$ cat src/shared/mcil_pkg.sv
// shared constants and types for the motion command input logic
package mcil_pkg;
  // apb register byte offsets
  localparam logic [7:0] OFS_DSEL0  = 8'h00;
  localparam logic [7:0] OFS_DSEL1  = 8'h04;
  localparam logic [7:0] OFS_HCFG   = 8'h08;
  localparam logic [7:0] OFS_HSPD   = 8'h0c;
  localparam logic [7:0] OFS_HSTART = 8'h10;
  localparam logic [7:0] OFS_HACC   = 8'h14;
  localparam logic [7:0] OFS_HOFS   = 8'h18;
  localparam logic [7:0] OFS_HCUR   = 8'h1c;
  localparam logic [7:0] OFS_ISTEP  = 8'h20;
  localparam logic [7:0] OFS_ISPD   = 8'h24;
  localparam logic [7:0] OFS_ISTART = 8'h28;
  localparam logic [7:0] OFS_IACC   = 8'h2c;
  localparam logic [7:0] OFS_STATUS = 8'h30;
  localparam logic [7:0] OFS_ALMCLR = 8'h34;
  // control word field positions
  localparam int F_HMODE   = 0;
  localparam int F_HDIR    = 2;
  localparam int F_SLOT    = 3;
  localparam int F_TIM     = 4;
  localparam int F_HALM    = 5;
  localparam int F_STOPACT = 6;
  localparam int F_EXDIR   = 8;
  localparam int F_EXNET   = 9;
  localparam int F_NETEXC  = 10;
  // reset values
  localparam logic [31:0] DSEL0_RST  = 32'h0302_0100;
  localparam logic [31:0] DSEL1_RST  = 32'h0000_0504;
  localparam logic [10:0] HCFG_RST   = 11'h145;
  localparam logic [19:0] SPD_RST    = 20'h003e8;
  localparam logic [19:0] START_RST  = 20'h001f4;
  localparam logic [19:0] ACC_RST    = 20'h003e8;
  localparam logic [23:0] OFS_RST    = 24'h000000;
  localparam logic [9:0]  CUR_RST    = 10'h3e8;
  localparam logic [22:0] ISTEP_RST  = 23'h000001;
  // stop action encodings (bit 1 set means current off)
  localparam logic [1:0] STOP_IMM = 2'h0;
  localparam logic [1:0] STOP_DEC = 2'h1;
  // command kinds issued to the motion engine
  typedef enum logic [2:0] {
    CMD_NONE  = 3'b000,
    CMD_POS   = 3'b001,
    CMD_HOME  = 3'b010,
    CMD_RUN   = 3'b011,
    CMD_INCH  = 3'b100,
    CMD_DECEL = 3'b101,
    CMD_STOP  = 3'b110
  } mcil_kind_t;
  // block state
  typedef enum logic [2:0] {
    ST_IDLE  = 3'b000,
    ST_POS   = 3'b001,
    ST_HOME  = 3'b010,
    ST_RUN   = 3'b011,
    ST_DECEL = 3'b100,
    ST_INCH  = 3'b101
  } mcil_state_t;
  // command to the motion engine
  typedef struct packed {
    mcil_kind_t kind;
    logic       dir;
    logic [5:0] data_no;
    logic [1:0] stop_act;
  } mcil_cmd_t;
  // homing settings
  typedef struct packed {
    logic [1:0]  mode;
    logic        dir;
    logic        slot_en;
    logic        tim_en;
    logic [19:0] spd;
    logic [19:0] start;
    logic [19:0] acc;
    logic [23:0] ofs;
    logic [9:0]  cur;
  } mcil_home_t;
  // inch settings
  typedef struct packed {
    logic [22:0] travel;
    logic [19:0] spd;
    logic [19:0] start;
    logic [19:0] acc;
  } mcil_inch_t;
  // command input pins
  typedef struct packed {
    logic [5:0] dstart;
    logic       home;
    logic       forward_run;
    logic       rev;
    logic       pinch;
    logic       minch;
    logic       stop;
    logic       exc;
    logic [5:0] sel;
    logic       slot;
    logic       tim;
  } mcil_pins_t;
endpackage

$ cat src/design/mcil_top.sv
// motion command input logic: pin commands to motion engine requests
`timescale 1ns/1ps
module mcil_top (
  // clock and reset
  input  wire logic                CLK,
  input  wire logic                RST,
  // apb slave
  input  wire logic                PSEL,
  input  wire logic                PENABLE,
  input  wire logic                PWRITE,
  input  wire logic [7:0]          PADDR,
  input  wire logic [31:0]         PWDATA,
  output logic                     PREADY,
  output logic [31:0]              PRDATA,
  output logic                     PSLVERR,
  // command pins, asynchronous
  input  wire mcil_pkg::mcil_pins_t PINS,
  // motion engine, same clock
  input  wire logic                MOTION_DONE,
  output logic                     CMD_VALID,
  output mcil_pkg::mcil_cmd_t      CMD,
  output mcil_pkg::mcil_home_t     HOME_CFG,
  output mcil_pkg::mcil_inch_t     INCH_CFG,
  output logic                     SLOT_USE,
  output logic                     TIM_USE,
  // motor status
  output logic                     ORIGIN_OK,
  output logic                     ALARM,
  output logic                     EXCITE,
  output logic                     BRAKE_REL
);

  typedef struct packed {
    mcil_pkg::mcil_pins_t  s1;
    mcil_pkg::mcil_pins_t  s2;
    mcil_pkg::mcil_pins_t  prev;
    mcil_pkg::mcil_state_t st;
    logic [31:0]           dsel0;
    logic [31:0]           dsel1;
    logic [10:0]           hcfg;
    mcil_pkg::mcil_home_t  home;
    mcil_pkg::mcil_inch_t  inch;
    mcil_pkg::mcil_cmd_t   cmd;
    logic                  cmd_valid;
    logic                  run_dir;
    logic [5:0]            run_no;
    logic                  run_flag;
    logic                  origin;
    logic                  alarm;
    logic                  excite;
    logic                  brake;
    logic                  cur_off;
    logic                  slot_use;
    logic                  tim_use;
    logic                  pready;
    logic [31:0]           prdata;
    logic                  pslverr;
  } mcil_regs_t;

  mcil_regs_t r_reg;
  mcil_regs_t r_next;
  mcil_pkg::mcil_pins_t rise;
  logic       exc_req;
  logic [5:0] ds_no;
  logic       run_ok;
  logic       start_ok;

  // operation data number mapped to direct start input i
  function automatic logic [5:0] dsel_no(input logic [31:0] d0,
                                         input logic [31:0] d1,
                                         input int          i);
    logic [63:0] all;
    all = {d1, d0};
    dsel_no = all[i*8 +: 6];
  endfunction

  // one command word
  function automatic mcil_pkg::mcil_cmd_t mk_cmd(
      input mcil_pkg::mcil_kind_t k, input logic dir,
      input logic [5:0] no, input logic [1:0] act);
    mk_cmd = '{kind: k, dir: dir, data_no: no, stop_act: act};
  endfunction

  //////////////////////////////////////////////////////////////////////////
  // edge from synchronised copies
  assign rise = r_reg.s2 & ~r_reg.prev;

  assign exc_req = (~r_reg.hcfg[mcil_pkg::F_EXDIR] | r_reg.s2.exc) &
                   (~r_reg.hcfg[mcil_pkg::F_EXNET] |
                    r_reg.hcfg[mcil_pkg::F_NETEXC]);

  // starts need a live motor, no alarm and no held stop
  assign start_ok = r_reg.excite & ~r_reg.alarm & ~r_reg.s2.stop;

  // run direction input alone, no conflict
  assign run_ok = r_reg.run_dir ? (r_reg.s2.forward_run & ~r_reg.s2.rev)
                                : (r_reg.s2.rev & ~r_reg.s2.forward_run);

  // lowest numbered direct start wins on a tie
  always_comb
  begin
    ds_no = '0;
    for (int i = 5; i >= 0; i--)
    begin
      if (rise.dstart[i])
        ds_no = dsel_no(r_reg.dsel0, r_reg.dsel1, i);
    end
  end

  //////////////////////////////////////////////////////////////////////////
  // next state
  always_comb
  begin
    logic acc1;
    logic acc2;
    logic hit;
    logic [31:0] rd;
    r_next = r_reg;
    acc1 = PSEL & PENABLE & ~r_reg.pready;
    acc2 = PSEL & PENABLE & r_reg.pready;
    hit = 1'b1;
    rd = '0;
    r_next.cmd_valid = 1'b0;
    r_next.s1 = PINS;
    r_next.s2 = r_reg.s1;
    r_next.prev = r_reg.s2;

    // register read mux, unmapped gives slave error
    case (PADDR)
      mcil_pkg::OFS_DSEL0:  rd = r_reg.dsel0;
      mcil_pkg::OFS_DSEL1:  rd = r_reg.dsel1;
      mcil_pkg::OFS_HCFG:   rd = {21'h0, r_reg.hcfg};
      mcil_pkg::OFS_HSPD:   rd = {12'h0, r_reg.home.spd};
      mcil_pkg::OFS_HSTART: rd = {12'h0, r_reg.home.start};
      mcil_pkg::OFS_HACC:   rd = {12'h0, r_reg.home.acc};
      mcil_pkg::OFS_HOFS:   rd = {{8{r_reg.home.ofs[23]}}, r_reg.home.ofs};
      mcil_pkg::OFS_HCUR:   rd = {22'h0, r_reg.home.cur};
      mcil_pkg::OFS_ISTEP:  rd = {9'h0, r_reg.inch.travel};
      mcil_pkg::OFS_ISPD:   rd = {12'h0, r_reg.inch.spd};
      mcil_pkg::OFS_ISTART: rd = {12'h0, r_reg.inch.start};
      mcil_pkg::OFS_IACC:   rd = {12'h0, r_reg.inch.acc};
      mcil_pkg::OFS_STATUS: rd = {18'h0, r_reg.run_no, r_reg.cur_off,
                                  r_reg.brake, r_reg.excite, r_reg.alarm,
                                  r_reg.origin, r_reg.st};
      mcil_pkg::OFS_ALMCLR: rd = '0;
      default:              hit = 1'b0;
    endcase

    // two cycle access: data staged first, write at the ready edge
    r_next.pready = acc1;
    if (acc1)
    begin
      r_next.prdata = rd;
      r_next.pslverr = ~hit;
    end
    if (acc2 & PWRITE & hit)
    begin
      case (PADDR)
        mcil_pkg::OFS_DSEL0:  r_next.dsel0 = PWDATA & 32'h3f3f_3f3f;
        mcil_pkg::OFS_DSEL1:  r_next.dsel1 = PWDATA & 32'h0000_3f3f;
        mcil_pkg::OFS_HCFG:   r_next.hcfg = PWDATA[10:0];
        mcil_pkg::OFS_HSPD:   r_next.home.spd = PWDATA[19:0];
        mcil_pkg::OFS_HSTART: r_next.home.start = PWDATA[19:0];
        mcil_pkg::OFS_HACC:   r_next.home.acc = PWDATA[19:0];
        mcil_pkg::OFS_HOFS:   r_next.home.ofs = PWDATA[23:0];
        mcil_pkg::OFS_HCUR:   r_next.home.cur = PWDATA[9:0];
        mcil_pkg::OFS_ISTEP:  r_next.inch.travel = PWDATA[22:0];
        mcil_pkg::OFS_ISPD:   r_next.inch.spd = PWDATA[19:0];
        mcil_pkg::OFS_ISTART: r_next.inch.start = PWDATA[19:0];
        mcil_pkg::OFS_IACC:   r_next.inch.acc = PWDATA[19:0];
        mcil_pkg::OFS_ALMCLR:
          if (PWDATA[0])
            r_next.alarm = 1'b0;
        default: ;
      endcase
    end

    // mode, direction and sensor enables from the control word
    r_next.home.mode = r_next.hcfg[mcil_pkg::F_HMODE +: 2];
    r_next.home.dir = r_next.hcfg[mcil_pkg::F_HDIR];
    r_next.home.slot_en = r_next.hcfg[mcil_pkg::F_SLOT];
    r_next.home.tim_en = r_next.hcfg[mcil_pkg::F_TIM];

    // sensors reach the engine only while homing with enable
    r_next.slot_use = r_reg.s2.slot & r_reg.home.slot_en &
                      (r_reg.st == mcil_pkg::ST_HOME);
    r_next.tim_use = r_reg.s2.tim & r_reg.home.tim_en &
                     (r_reg.st == mcil_pkg::ST_HOME);

    // winding drive follows the request; current off holds it down
    if (!exc_req)
      r_next.cur_off = 1'b0;
    r_next.excite = exc_req & ~r_reg.cur_off;
    r_next.brake = r_reg.excite & r_next.excite;

    // command sequencing
    case (r_reg.st)
      mcil_pkg::ST_IDLE:
        if (start_ok)
        begin
          if (rise.home)
          begin
            // start homing, origin lost until done
            r_next.cmd = mk_cmd(mcil_pkg::CMD_HOME, r_reg.home.dir,
                                '0, '0);
            r_next.cmd_valid = 1'b1;
            r_next.origin = 1'b0;
            r_next.st = mcil_pkg::ST_HOME;
          end
          else if (|rise.dstart)
          begin
            // refuse the move and raise the alarm
            if (r_reg.hcfg[mcil_pkg::F_HALM] && !r_reg.origin)
              r_next.alarm = 1'b1;
            else
            begin
              r_next.cmd = mk_cmd(mcil_pkg::CMD_POS, 1'b1, ds_no, '0);
              r_next.cmd_valid = 1'b1;
              r_next.st = mcil_pkg::ST_POS;
            end
          end
          else if (rise.pinch ^ rise.minch)
          begin
            // one inch in the requested direction
            r_next.cmd = mk_cmd(mcil_pkg::CMD_INCH, rise.pinch, '0, '0);
            r_next.cmd_valid = 1'b1;
            r_next.st = mcil_pkg::ST_INCH;
          end
          else if (r_reg.s2.forward_run ^ r_reg.s2.rev)
          begin
            // level run at the selected data speed
            r_next.cmd = mk_cmd(mcil_pkg::CMD_RUN, r_reg.s2.forward_run,
                                r_reg.s2.sel, '0);
            r_next.cmd_valid = 1'b1;
            r_next.run_dir = r_reg.s2.forward_run;
            r_next.run_no = r_reg.s2.sel;
            r_next.run_flag = 1'b1;
            r_next.st = mcil_pkg::ST_RUN;
          end
        end
      mcil_pkg::ST_RUN:
        if (!run_ok)
        begin
          r_next.cmd = mk_cmd(mcil_pkg::CMD_DECEL, r_reg.run_dir,
                              r_reg.run_no, '0);
          r_next.cmd_valid = 1'b1;
          r_next.st = mcil_pkg::ST_DECEL;
        end
        else if (r_reg.s2.sel != r_reg.run_no)
        begin
          // speed follows the new data number
          r_next.cmd = mk_cmd(mcil_pkg::CMD_RUN, r_reg.run_dir,
                              r_reg.s2.sel, '0);
          r_next.cmd_valid = 1'b1;
          r_next.run_no = r_reg.s2.sel;
        end
      mcil_pkg::ST_DECEL:
        if (MOTION_DONE)
        begin
          r_next.run_flag = 1'b0;
          r_next.st = mcil_pkg::ST_IDLE;
        end
        else if (r_reg.run_flag && run_ok && !r_reg.s2.stop)
        begin
          r_next.cmd = mk_cmd(mcil_pkg::CMD_RUN, r_reg.run_dir,
                              r_reg.s2.sel, '0);
          r_next.cmd_valid = 1'b1;
          r_next.run_no = r_reg.s2.sel;
          r_next.st = mcil_pkg::ST_RUN;
        end
      mcil_pkg::ST_POS, mcil_pkg::ST_INCH:
        if (MOTION_DONE)
          r_next.st = mcil_pkg::ST_IDLE;
      mcil_pkg::ST_HOME:
        if (MOTION_DONE)
        begin
          // origin once homing ends and motor stops
          r_next.origin = 1'b1;
          r_next.st = mcil_pkg::ST_IDLE;
        end
      default:
        r_next.st = mcil_pkg::ST_IDLE;
    endcase

    // stop overrides any motion, travel discarded by engine
    if (rise.stop && r_reg.st != mcil_pkg::ST_IDLE)
    begin
      r_next.cmd = mk_cmd(mcil_pkg::CMD_STOP, r_reg.cmd.dir,
                          r_reg.cmd.data_no,
                          r_reg.hcfg[mcil_pkg::F_STOPACT +: 2]);
      r_next.cmd_valid = 1'b1;
      r_next.run_flag = 1'b0;
      r_next.st = mcil_pkg::ST_DECEL;
      if (r_reg.hcfg[mcil_pkg::F_STOPACT + 1])
        r_next.cur_off = 1'b1;
    end
  end

  //////////////////////////////////////////////////////////////////////////
  // state register, constants only under reset
  always_ff @(posedge CLK or posedge RST)
  begin
    if (RST)
    begin
      r_reg <= '0;
      r_reg.dsel0 <= mcil_pkg::DSEL0_RST;
      r_reg.dsel1 <= mcil_pkg::DSEL1_RST;
      r_reg.hcfg <= mcil_pkg::HCFG_RST;
      r_reg.home <= '{mode: 2'h1, dir: 1'b1, slot_en: 1'b0, tim_en: 1'b0,
                      spd: mcil_pkg::SPD_RST, start: mcil_pkg::START_RST,
                      acc: mcil_pkg::ACC_RST, ofs: mcil_pkg::OFS_RST,
                      cur: mcil_pkg::CUR_RST};
      r_reg.inch <= '{travel: mcil_pkg::ISTEP_RST, spd: mcil_pkg::SPD_RST,
                      start: mcil_pkg::START_RST, acc: mcil_pkg::ACC_RST};
    end
    else
      r_reg <= r_next;
  end

  // outputs straight from flops
  assign PREADY    = r_reg.pready;
  assign PRDATA    = r_reg.prdata;
  assign PSLVERR   = r_reg.pslverr;
  assign CMD_VALID = r_reg.cmd_valid;
  assign CMD       = r_reg.cmd;
  assign HOME_CFG  = r_reg.home;
  assign INCH_CFG  = r_reg.inch;
  assign SLOT_USE  = r_reg.slot_use;
  assign TIM_USE   = r_reg.tim_use;
  assign ORIGIN_OK = r_reg.origin;
  assign ALARM     = r_reg.alarm;
  assign EXCITE    = r_reg.excite;
  assign BRAKE_REL = r_reg.brake;
endmodule

$ cat config.mk
export PLATFORM = sky130hd
export DESIGN_NAME = mcil_top
export DESIGN_NICKNAME = d
export VERILOG_FILES = /design/src/shared/mcil_pkg.sv /design/src/design/mcil_top.sv
export SDC_FILE = /design/constraint.sdc
export NUM_CORES = 1
export LEC_CHECK = 0
export BUFFER_PORTS_ARGS = -buffer_cell sky130_fd_sc_hd__buf_2
export CAP_MARGIN = 20
export CORE_UTILIZATION = 61
export DETAILED_ROUTE_END_ITERATION = 10
export PLACE_DENSITY_LB_ADDON = 0.08
export SLEW_MARGIN = 30
export SYNTH_ARGS = -nofsm -noshare
export SYNTH_HDL_FRONTEND = slang
export SYNTH_SLANG_ARGS = --single-unit
export TNS_END_PERCENT = 5
$ cat constraint.sdc
create_clock -name CLK -period 22.3 [get_ports CLK]
set_input_delay 1.115 -clock CLK [delete_from_list [all_inputs] [get_ports CLK]]
set_output_delay 1.115 -clock CLK [all_outputs]
set_load 0.005 [all_outputs]
==> out/results.ini, run 1 <==
[outcome]
status=finished, final reports clean

[yosys]
synthesis.nets=1498
synth_edf_count=0
synth_fa_ha_area_share_pct=0.2835
post_synth_inst_count=1428
ys.flop_type=dfrtp_1
synth_area_mm2=0.01677
synth_compound_area_share_pct=9.876
synth-seq-cells=339
synth_xor_area_share_pct=0.3655
avgSynthCellArea_um2=11.75
yosysWarningCount=0
yosys.cell_types.count=74
yosys.area_share.simple_pct=7.407
synth_top_family_by_area=multiplexers
ys_seq_area_share_pct=50.98
synthMuxAreaShare_pct=18.23
synth-async-reset-ratio_pct=100.0

[timing]
slew_violations=0
hold_viol_final=0
worst_pin_slew_ns=1.014
finalCriticalPeriod_ns=3.855
setup_viol=0
relSlewSlack_pct=32.14
max_freq_mhz=259.4
finClkSkew_ns=0.01201
fin_setup_tns_ns=0
fin_crit_sh_pct=17.29
rsz0062_at_grt=false

[place]
place_inst=1783
gp_congestion=0.8813
port_buffers=299
dp_hpwl_um=32740

[setup_path]
startpoint=PADDR[4]
critical_path_peak_fanout=27
end_kind=register
arrival_ns=4.25
ff2ff_path_depth=6
criticalPathCategory=primary input to register
worstPathRequired_ns=22.69
r2r_start=r_next[337]
start_kind=primary input

[power]
p_per_area_mw_per_mm2=78.46
seqPwrFrac_pct=47.1
p_sw_share_pct=26.03
internal-power_mw=1.051
clkPwrFrac_pct=41.5
pwr-share-comb_pct=11.4
peakVddDrop_mv=0.06445
p_switching_mw=0.3699
p_leak_nw=9.188

[floorplan]
initial_core_util_pct=62.24
die-area_mm2=0.02817
fp.dieW_um=167.8
ios=302
die_h_um=167.8
rows=60
core_area_mm2=0.02695

[flow_run]
drv_cap=0

[hold_path]
min_path_type=register to register
hp-start=r_next[355]
min_path_cells=0

[route]
via_count=11670
dr.pass1.iters=5
wl_um=47550
drtIter0Drc=1093
vias_per_cell=6.318
ant_nets=0
wl_per_cell_um=25.74
drc=0

[clocking]
cts_hold_buffers=0
cts_made_buffers=37
clock-root-buffer=clkbuf_16
clk_path_buf_depth=3
h-tree-depth=2
tritoncts=done
cts.sinks=339
insertion_delay_ns=0.52
path_clk_slew_ns=0.05
post_cts_buffers=0
ctsResizeCount=0

[cells_and_area]
multi_input_area_mm2=0.006160
drive_above_1_share_pct=39.10
num-nets-final=1552
regArea_mm2=0.008551
largest_reg_flops=95
fillers=2088
area_delta_synth_final_pct=7.967
fin_cells=1847

[global_routing]
grt.total_usage_pct=34.02
grt_antenna_before_repair=4
grt.overflow.total=0
grt_pass1_wl_um=71370
grt_start_max_net_pins=132
grt_pass1_vias=11080

==> cell usage in the layout, fill, tap and decap left out, types with 8 or more instances in the layout <==
cell and n:
nand2b_1 10, mux2_1 120, buf_2 299, nand2_1 80, o21ai_0 44, nand3b_1 8
nand3_1 13, a22o_1 9, dfrtp_1 285, a21oi_1 33, buf_4 22, dfstp_2 54
inv_1 23, clkbuf_8 10, nor2b_1 10, mux2_2 120, a22oi_1 41, nor2_1 40
mux2i_1 25, a221oi_1 10, o21ai_1 16, clkbuf_16 37, o22ai_1 15, nor3_1 19
==> layer usage <==
metal  global-route usage, %  routed length (um)
met2                   52.77               21820
met3                   6.253                3875
met5                       0                  13
met1                   49.08               20620
met4                   10.13                1221
==> stage by stage <==
| stage | instance area (um^2) | worst slack, ns | hold slack, ns | total power [mW] | util [%] |
|---|---|---|---|---|---|
| finish | 18110 | 18.45 | 0.3471 | 1.421 | 67.20 |
| global route | 18100 | 18.39 | 0.3527 | 1.467 | 67.18 |
| CTS | 18080 | 18.53 | 0.3479 | 1.424 | 67.10 |
| detailed placement | 16930 | 17.99 | 0.3347 | 0.8394 | 62.82 |
| global placement | 16880 | 17.68 | 0.3324 | 0.8356 | 62.64 |
| floorplan | 16770 | 11.88 | 0.3312 | 0.7885 | - |
==> synthesized netlist by cell type (24+ instances only) <==
| master | number | share of area [%] |
|---|---|---|
| buf_4 | 228 | 10 |
| nand2_1 | 80 | 1.8 |
| nor2_1 | 42 | 0.94 |
| a21oi_1 | 33 | 0.98 |
| clkbuf_1 | 46 | 1.0 |
| buf_2 | 30 | 0.90 |
| a22oi_1 | 41 | 1.8 |
| mux2_2 | 120 | 8.1 |
| inv_1 | 24 | 0.54 |
| dfrtp_1 | 285 | 43 |
| mux2_1 | 120 | 8.1 |
| mux2i_1 | 25 | 1.5 |
| dfstp_2 | 54 | 8.5 |
| o21ai_0 | 45 | 1.3 |
==> logic make-up (layout without fill, tap and decap cells) <==
group / after synthesis / after routing
AND/OR/NAND/NOR: 233 / 233
adder cells (fa/ha/maj): 4 / 4
flip-flops: 339 / 339
buffers and inverters: 333 / 409
AO/OA/AOI/OAI: 242 / 242
XOR/XNOR: 7 / 7
other: 0 / 2
multiplexers: 270 / 270
==> path summary, 6_finish.rpt <==
check | end | slack, ns
worst max-delay path | HOME_CFG[69] | 18.45
worst min-delay path | r_next[334] | 0.35
worst max register to register | r_reg[319] | 19.47
worst min register to register | r_next[334] | 0.35
max in group asynchronous | PRDATA[26] | 19.65
min in group asynchronous | HOME_CFG[17] | 0.64
==> critical path, cell delays in order <==
cell	delay, ns
buf_2	0.60
or4b_1	0.89
nor3_4	0.81
buf_4	0.43
mux2_2	0.37
==> power by group through the flow <==
| stage | combinational, mW | sequential, mW | clock, mW |
|---|---|---|---|
| 2_1_floorplan | 0.123 | 0.666 | 0 |
| 3_3_place_gp | 0.157 | 0.679 | 0 |
| 3_5_place_dp | 0.160 | 0.679 | 0 |
| 4_1_cts | 0.161 | 0.669 | 0.595 |
| 5_1_grt | 0.177 | 0.671 | 0.618 |
| 6_report | 0.162 | 0.669 | 0.590 |
==> final cells by class <==
class / instances / share of cell area [%]
Inverter: 24 / 0.5665
Clock buffer: 54 / 6.018
Antenna cell: 2 / 0.02764
Multi-Input combinational cell: 756 / 34.01
Clock inverter: 7 / 0.3524
Tap cell: 341 / 2.356
Sequential cell: 339 / 47.22
Timing Repair Buffer: 324 / 9.451
No activity file was read; power rests on OpenSTA's default activity.
==> inputs of run 2 (changes only) <==
--- a/config.mk
+++ b/config.mk
@@ -7,7 +7,7 @@
 export LEC_CHECK = 0
 export BUFFER_PORTS_ARGS = -buffer_cell sky130_fd_sc_hd__buf_2
 export CAP_MARGIN = 20
-export CORE_UTILIZATION = 61
+export CORE_UTILIZATION = 56
 export DETAILED_ROUTE_END_ITERATION = 10
 export PLACE_DENSITY_LB_ADDON = 0.08
 export SLEW_MARGIN = 30
==> constraint.sdc (replaced) <==
create_clock -name CLK -period 3.9 [get_ports CLK]
set_input_delay 0.195 -clock CLK [delete_from_list [all_inputs] [get_ports CLK]]
set_output_delay 0.195 -clock CLK [all_outputs]
set_load 0.005 [all_outputs]
==> run 2 against run 1 <==
  * Hold slack got worse by 0.32 ns
  * Largest cell class unchanged
  * Critical endpoint is now CMD[3]
  * Largest power group unchanged
  * Clock skew increased by 0.0056 ns
  * First-iteration DRC count decreased by 6.0%
==> out/results.ini, run 2 (same netlist as run 1, synthesis figures left out) <==
[setup_path]
critical_path_peak_fanout=13  ; -52%
critPathSlowestCell=nor3_1
max_stage_delay_ns=0.48  ; -0.41 ns
end_kind=register
arrival_ns=3.17  ; -1.08 ns
start_kind=register
criticalPathCategory=register to register
worstPathRequired_ns=4.30  ; -18.39 ns
r2r_start=r_next[337]
crit_path_frequent_cell=nand2b_1
path_cells=nand2b_1 -> nand2b_1 -> nor3_1 -> a21oi_1 -> o2111ai_2 -> mux2_2
startpoint=r_next[337]

[power]
p_switching_mw=2.128  ; +480%
p_per_area_mw_per_mm2=442.4  ; +460%
p_leak_nw=9.388  ; +2.2%
clkPwrFrac_pct=42.0  ; +0.5 points
p_sw_share_pct=25.79  ; -0.24 points
internal-power_mw=6.123  ; +480%
seqPwrFrac_pct=46.4  ; -0.7 points
pwr-share-comb_pct=11.6  ; +0.2 points
peakVddDrop_mv=0.3523  ; +450%
power_mw=8.251  ; +480%

[place]
dp_hpwl_um=33940  ; +3.7%
gp_congestion=0.9076  ; +3.0%
placed_cell_area_mm2=0.01712  ; +1.1%
place_inst=1843  ; +3.4%
port_buffers=299  ; unchanged

[clocking]
path_clk_slew_ns=0.06  ; about the same
cts_made_buffers=36  ; -2.7%
cts.sinks=339  ; unchanged
ctsResizeCount=0  ; unchanged
clk_path_buf_depth=3  ; unchanged
h-tree-depth=2  ; unchanged
insertion_delay_ns=0.53  ; about the same
tritoncts=done
clock-root-buffer=clkbuf_16

[floorplan]
fp.dieW_um=175.1  ; +4.3%
die_h_um=175.1  ; +4.3%
core_area_mm2=0.02909  ; +7.9%
ios=302  ; unchanged
die-area_mm2=0.03065  ; +8.8%
initial_core_util_pct=57.66  ; -4.6 points
rows=62  ; +3.3%

[timing]
worst_pin_slew_ns=1.001  ; -0.01286 ns
finalCriticalPeriod_ns=2.765
hold_viol_final=0  ; unchanged
rsz0062_at_grt=false
slew_violations=0  ; unchanged
finClkSkew_ns=0.01764  ; +0.005630 ns
relSlewSlack_pct=33.29  ; +1.1 points
max_freq_mhz=361.7
setup_viol=0  ; unchanged
fin_setup_tns_ns=0  ; unchanged
fin_crit_sh_pct=70.90

[route]
ant_nets=0  ; unchanged
dr.pass1.iters=5  ; unchanged
drtIter0Drc=1027  ; -6.0%
drc=0  ; unchanged
vias_per_cell=5.999  ; -5.0%
via_count=11670  ; -0.0086%
wl_um=47980  ; +0.92%
wl_per_cell_um=24.67  ; -4.2%

[global_routing]
grt_start_max_net_pins=122  ; -7.6%
grt.total_usage_pct=31.53  ; -2.5 points
grt.overflow.total=0  ; unchanged
grt_pass1_vias=11530  ; +4.1%
grt_pass1_wl_um=72310  ; +1.3%
grt_antenna_before_repair=2  ; -2

[cells_and_area]
largest_reg_flops=95  ; unchanged
num-nets-final=1601  ; +3.2%
drive_above_1_share_pct=38.42  ; -0.67 points
layout_commonest_cell=buf_2
area_delta_synth_final_pct=11.20
final_area_mm2=0.01865  ; +3.0%
fin_cells=1945  ; +5.3%
final_cell_mix=buf_2 (299), dfrtp_1 (285), mux2_2 (120), mux2_1 (120), nand2_1 (80)

[outcome]
status=finished, final reports clean

[flow_run]
drv_cap=0  ; unchanged

[hold_path]
min_path_type=primary input to register
hp-start=PWDATA[10]

==> run 2: cell count changes in the layout (fill, tap and decap cells not counted), sizes merged <==
cell / before / now
bufinv: 1 / 3
clkinv: 6 / 3
dlygate4sd3: 0 / 34
clkinvlp: 0 / 1
clkbuf: 54 / 58
inv: 24 / 25
buf: 324 / 340
==> run 2: layer usage <==
metal,vias to the layer above,wire [um],global-route usage [%]
met5,-,0,0
li1,5059,-,-
met2,584,21920,48.61
met3,103,3584,4.983
met1,5923,20930,45.33
met4,0,1548,11.01
==> run 2: worst max-delay path, delay by kind of cell (launching register included) <==
kind / cells / cell delay (ns)
flip-flops: 1 / 0.38
multiplexers: 1 / 0.40
AND/OR/NAND/NOR: 3 / 1.20
AO/OA/AOI/OAI: 2 / 0.65
==> run 2: worst paths after layout <==
path	to	slack, ns	cells past startpoint
hold reg to reg	r_next[327]	0.35	0
min in group asynchronous	HOME_CFG[54]	0.34	3
setup reg to reg	CMD[3]	1.14	6
max in group asynchronous	INCH_CFG[73]	2.48	4
setup / recovery	CMD[3]	1.14	6
hold / removal	r_reg[265]	0.03	3
==> run 2: power groups by stage <==
stage | clock network [mW] | registers, mW | logic [mW]
global placement | 0 | 3.89 | 0.905
detailed placement | 0 | 3.89 | 0.928
floorplan | 0 | 3.81 | 0.703
finish | 3.47 | 3.83 | 0.954
CTS | 3.51 | 3.83 | 0.956
global route | 3.65 | 3.85 | 1.05
==> run 2: what timing repair did <==
item	in CTS	in global routing
hold endpoints to repair	49	0
setup buffers	0	0
hold buffers	34	0
==> run 2: layout make-up <==
cell class                      instances  area (um^2)
Multi-Input combinational cell        756         6125
Antenna cell                            2        5.005
Sequential cell                       339         8551
Clock inverter                          8        126.4
Clock buffer                           58         1065
Timing Repair Buffer                  374         2207
Fill cell                            2351        10440
Inverter                               24        93.84
Tap cell                              384        480.5
==> run 2: metrics by stage <==
stage / util (%) / worst slack (ns) / hold WS [ns]
4_1_cts: 64.10 / 1.117 / 0.006545
5_1_grt: 64.11 / 0.9288 / 0.04680
2_1_floorplan: - / -0.7835 / 0.2264
3_3_place_gp: 58.84 / 1.090 / 0.3029
6_report: 64.12 / 1.135 / 0.02720
3_5_place_dp: 58.84 / 1.082 / 0.3043
==> inputs of run 3 (changes only) <==
--- a/config.mk
+++ b/config.mk
@@ -7,7 +7,7 @@
 export LEC_CHECK = 0
 export BUFFER_PORTS_ARGS = -buffer_cell sky130_fd_sc_hd__buf_2
 export CAP_MARGIN = 20
-export CORE_UTILIZATION = 56
+export CORE_UTILIZATION = 51
 export DETAILED_ROUTE_END_ITERATION = 10
 export PLACE_DENSITY_LB_ADDON = 0.08
 export SLEW_MARGIN = 30
==> constraint.sdc (replaced) <==
create_clock -name CLK -period 2.2 [get_ports CLK]
set_input_delay 0.11 -clock CLK [delete_from_list [all_inputs] [get_ports CLK]]
set_output_delay 0.11 -clock CLK [all_outputs]
set_load 0.005 [all_outputs]
==> run 3 against run 2 <==
  * The run now ends with negative setup slack left
  * Final cell count grew 8.7%
  * Non-clock buffer count grew 109
  * Flip-flop and latch count is the same
  * Largest cell class unchanged
==> out/results.ini, run 3 (same netlist as run 1, synthesis figures left out) <==
[outcome]
status=finished with violations
violations=negative setup slack

[route]
dr.pass1.iters=7  ; +2
vias_per_cell=5.732  ; -4.5%
drc=0  ; unchanged
drtIter0Drc=868  ; -15%
wl_um=50410  ; +5.1%
via_count=12120  ; +3.9%
wl_per_cell_um=23.83  ; -3.4%
ant_nets=0  ; unchanged

[cells_and_area]
layout_commonest_cell=buf_2
num-nets-final=1711  ; +6.9%
final_cell_mix=buf_2 (300), dfrtp_1 (285), mux2_2 (120), mux2_1 (120), buf_4 (119)
regArea_mm2=0.008551  ; unchanged
fillers=2763  ; +18%
area_delta_synth_final_pct=18.54
multi_input_area_mm2=0.006216  ; +1.5%
utilization_pct=61.27  ; -2.9 points
largest_reg_flops=95  ; unchanged
drive_above_1_share_pct=43.11  ; +4.7 points

[clocking]
clock-root-buffer=clkbuf_16
cts.sinks=339  ; unchanged
h-tree-depth=2  ; unchanged
path_clk_slew_ns=0.06  ; about the same
tritoncts=done
cts_made_buffers=37  ; +2.8%
clk_path_buf_depth=3  ; unchanged
insertion_delay_ns=0.52  ; about the same

[timing]
fin_crit_sh_pct=100.2  ; +29 points
worst_pin_slew_ns=0.7797  ; -0.2210 ns
rsz0062_at_grt=true
hold_viol_final=0  ; unchanged
finClkSkew_ns=0.01122  ; -0.006416 ns
relSlewSlack_pct=48.02  ; +15 points
fin_setup_tns_ns=-0.004790  ; -0.004790 ns
hold_ws_ns=0.03599  ; +0.008799 ns
finalCriticalPeriod_ns=2.205  ; -0.5601 ns
setup_viol=1  ; +1
slew_violations=0  ; unchanged
worst_slack_ns=-0.004790  ; -1.140 ns
max_freq_mhz=453.6  ; +25%

[setup_path]
worstPathRequired_ns=2.60  ; -1.70 ns
critical_path_peak_fanout=4  ; -9
start_kind=register
regToRegSetupSlack_ns=-0.005  ; -1.14 ns
arrival_ns=2.61  ; -0.56 ns
path_cells=inv_2 -> ha_2 -> mux2_4 -> nand3b_4 -> or4_4 -> nor3b_4 -> and3b_2 -> a221o_1
end_kind=register
critPathSlowestCell=or4_4
criticalPathCategory=register to register
max_stage_delay_ns=0.43  ; -0.05 ns

[place]
gp_congestion=0.8779  ; -3.3%
dp_hpwl_um=36470  ; +7.5%
port_buffers=299  ; unchanged

[floorplan]
core_area_mm2=0.03245  ; +12%
fp.dieW_um=183.4  ; +4.7%
initial_core_util_pct=51.68  ; -6.0 points
rows=66  ; +6.5%
die-area_mm2=0.03362  ; +9.7%
die_h_um=183.4  ; +4.7%
ios=302  ; unchanged

[power]
p_per_area_mw_per_mm2=774.5  ; +75%
power_mw=15.40  ; +87%
p_leak_nw=9.999  ; +6.5%
peakVddDrop_mv=0.5885  ; +67%

[global_routing]
grt_pass1_vias=12170  ; +5.5%
grt_pass1_wl_um=75440  ; +4.3%
grt_start_max_net_pins=83  ; -32%
grt.overflow.total=0  ; unchanged
grt.total_usage_pct=30.30  ; -1.2 points
grt_antenna_before_repair=4  ; +2

[flow_run]
drv_cap=0  ; unchanged

[hold_path]
min_path_type=primary input to register

[run 3: metal layers]
layer,track usage (%),wire length (um),up-vias
li1,-,-,5305
met3,5.540,3785,104
met5,0,26,-
met4,10.30,1532,4
met2,47.41,23200,539
met1,42.50,21860,6171
[run 3: per-stage QoR]
step / std cells / cell area [um^2] / setup slack, ns
after floorplan: 1428 / 16780 / -2.398
after global placement: 1980 / 17920 / -0.1183
after detailed placement: 1980 / 17920 / -0.1751
after CTS: 2109 / 19780 / 0.00004041
after global routing: 2113 / 19880 / -0.06878
final: 2115 / 19880 / -0.004790
[run 3: cell type report]
class	instances	share of cell area, %
clock buffers	60	5.859
multi-input cells	756	31.26
inverters	24	0.4720
clock inverters	8	0.5034
flip-flops and latches	339	43.01
repair buffers	483	16.08
well taps	442	2.781
diodes	3	0.03776
[run 3: repair_timing]
action	4_1_cts	5_1_grt
hold buffers	47	0
buffers inserted	14	2
endpoints found under the setup margin	7	19
endpoints found under the hold margin	271	0
pin swaps	4	3
gates cloned	0	1
resized for setup	5	18
[run 3: critical path: cells and delay by family (launching register included)]
family	cells	cell delay (ns)
AO/OA/AOI/OAI	1	0.32
adder cells (fa/ha/maj)	1	0.15
buffers and inverters	1	0.08
flip-flops	1	0.41
multiplexers	1	0.16
AND/OR/NAND/NOR	4	0.97
[run 3: path summary, 6_finish.rpt]
kind,from,endpoint,cells after the start
setup / recovery,r_next[335],CMD[10],8
hold / removal,PWDATA[1],r_reg[288],2
setup reg to reg,r_next[335],CMD[10],8
hold reg to reg,r_next[357],r_next[336],0
max in group asynchronous,RST,r_next[326],5
min in group asynchronous,RST,HOME_CFG[18],4
[run 3: power breakdown]
| part | leakage, nW | internal (mW) | switching, mW |
|---|---|---|---|
| sequential | 4.35 | 6.50 | 0.213 |
| clock | 0.620 | 3.86 | 2.51 |
| combinational | 5.03 | 1.03 | 1.27 |
| total | 10.0 | 11.4 | 4.00 |
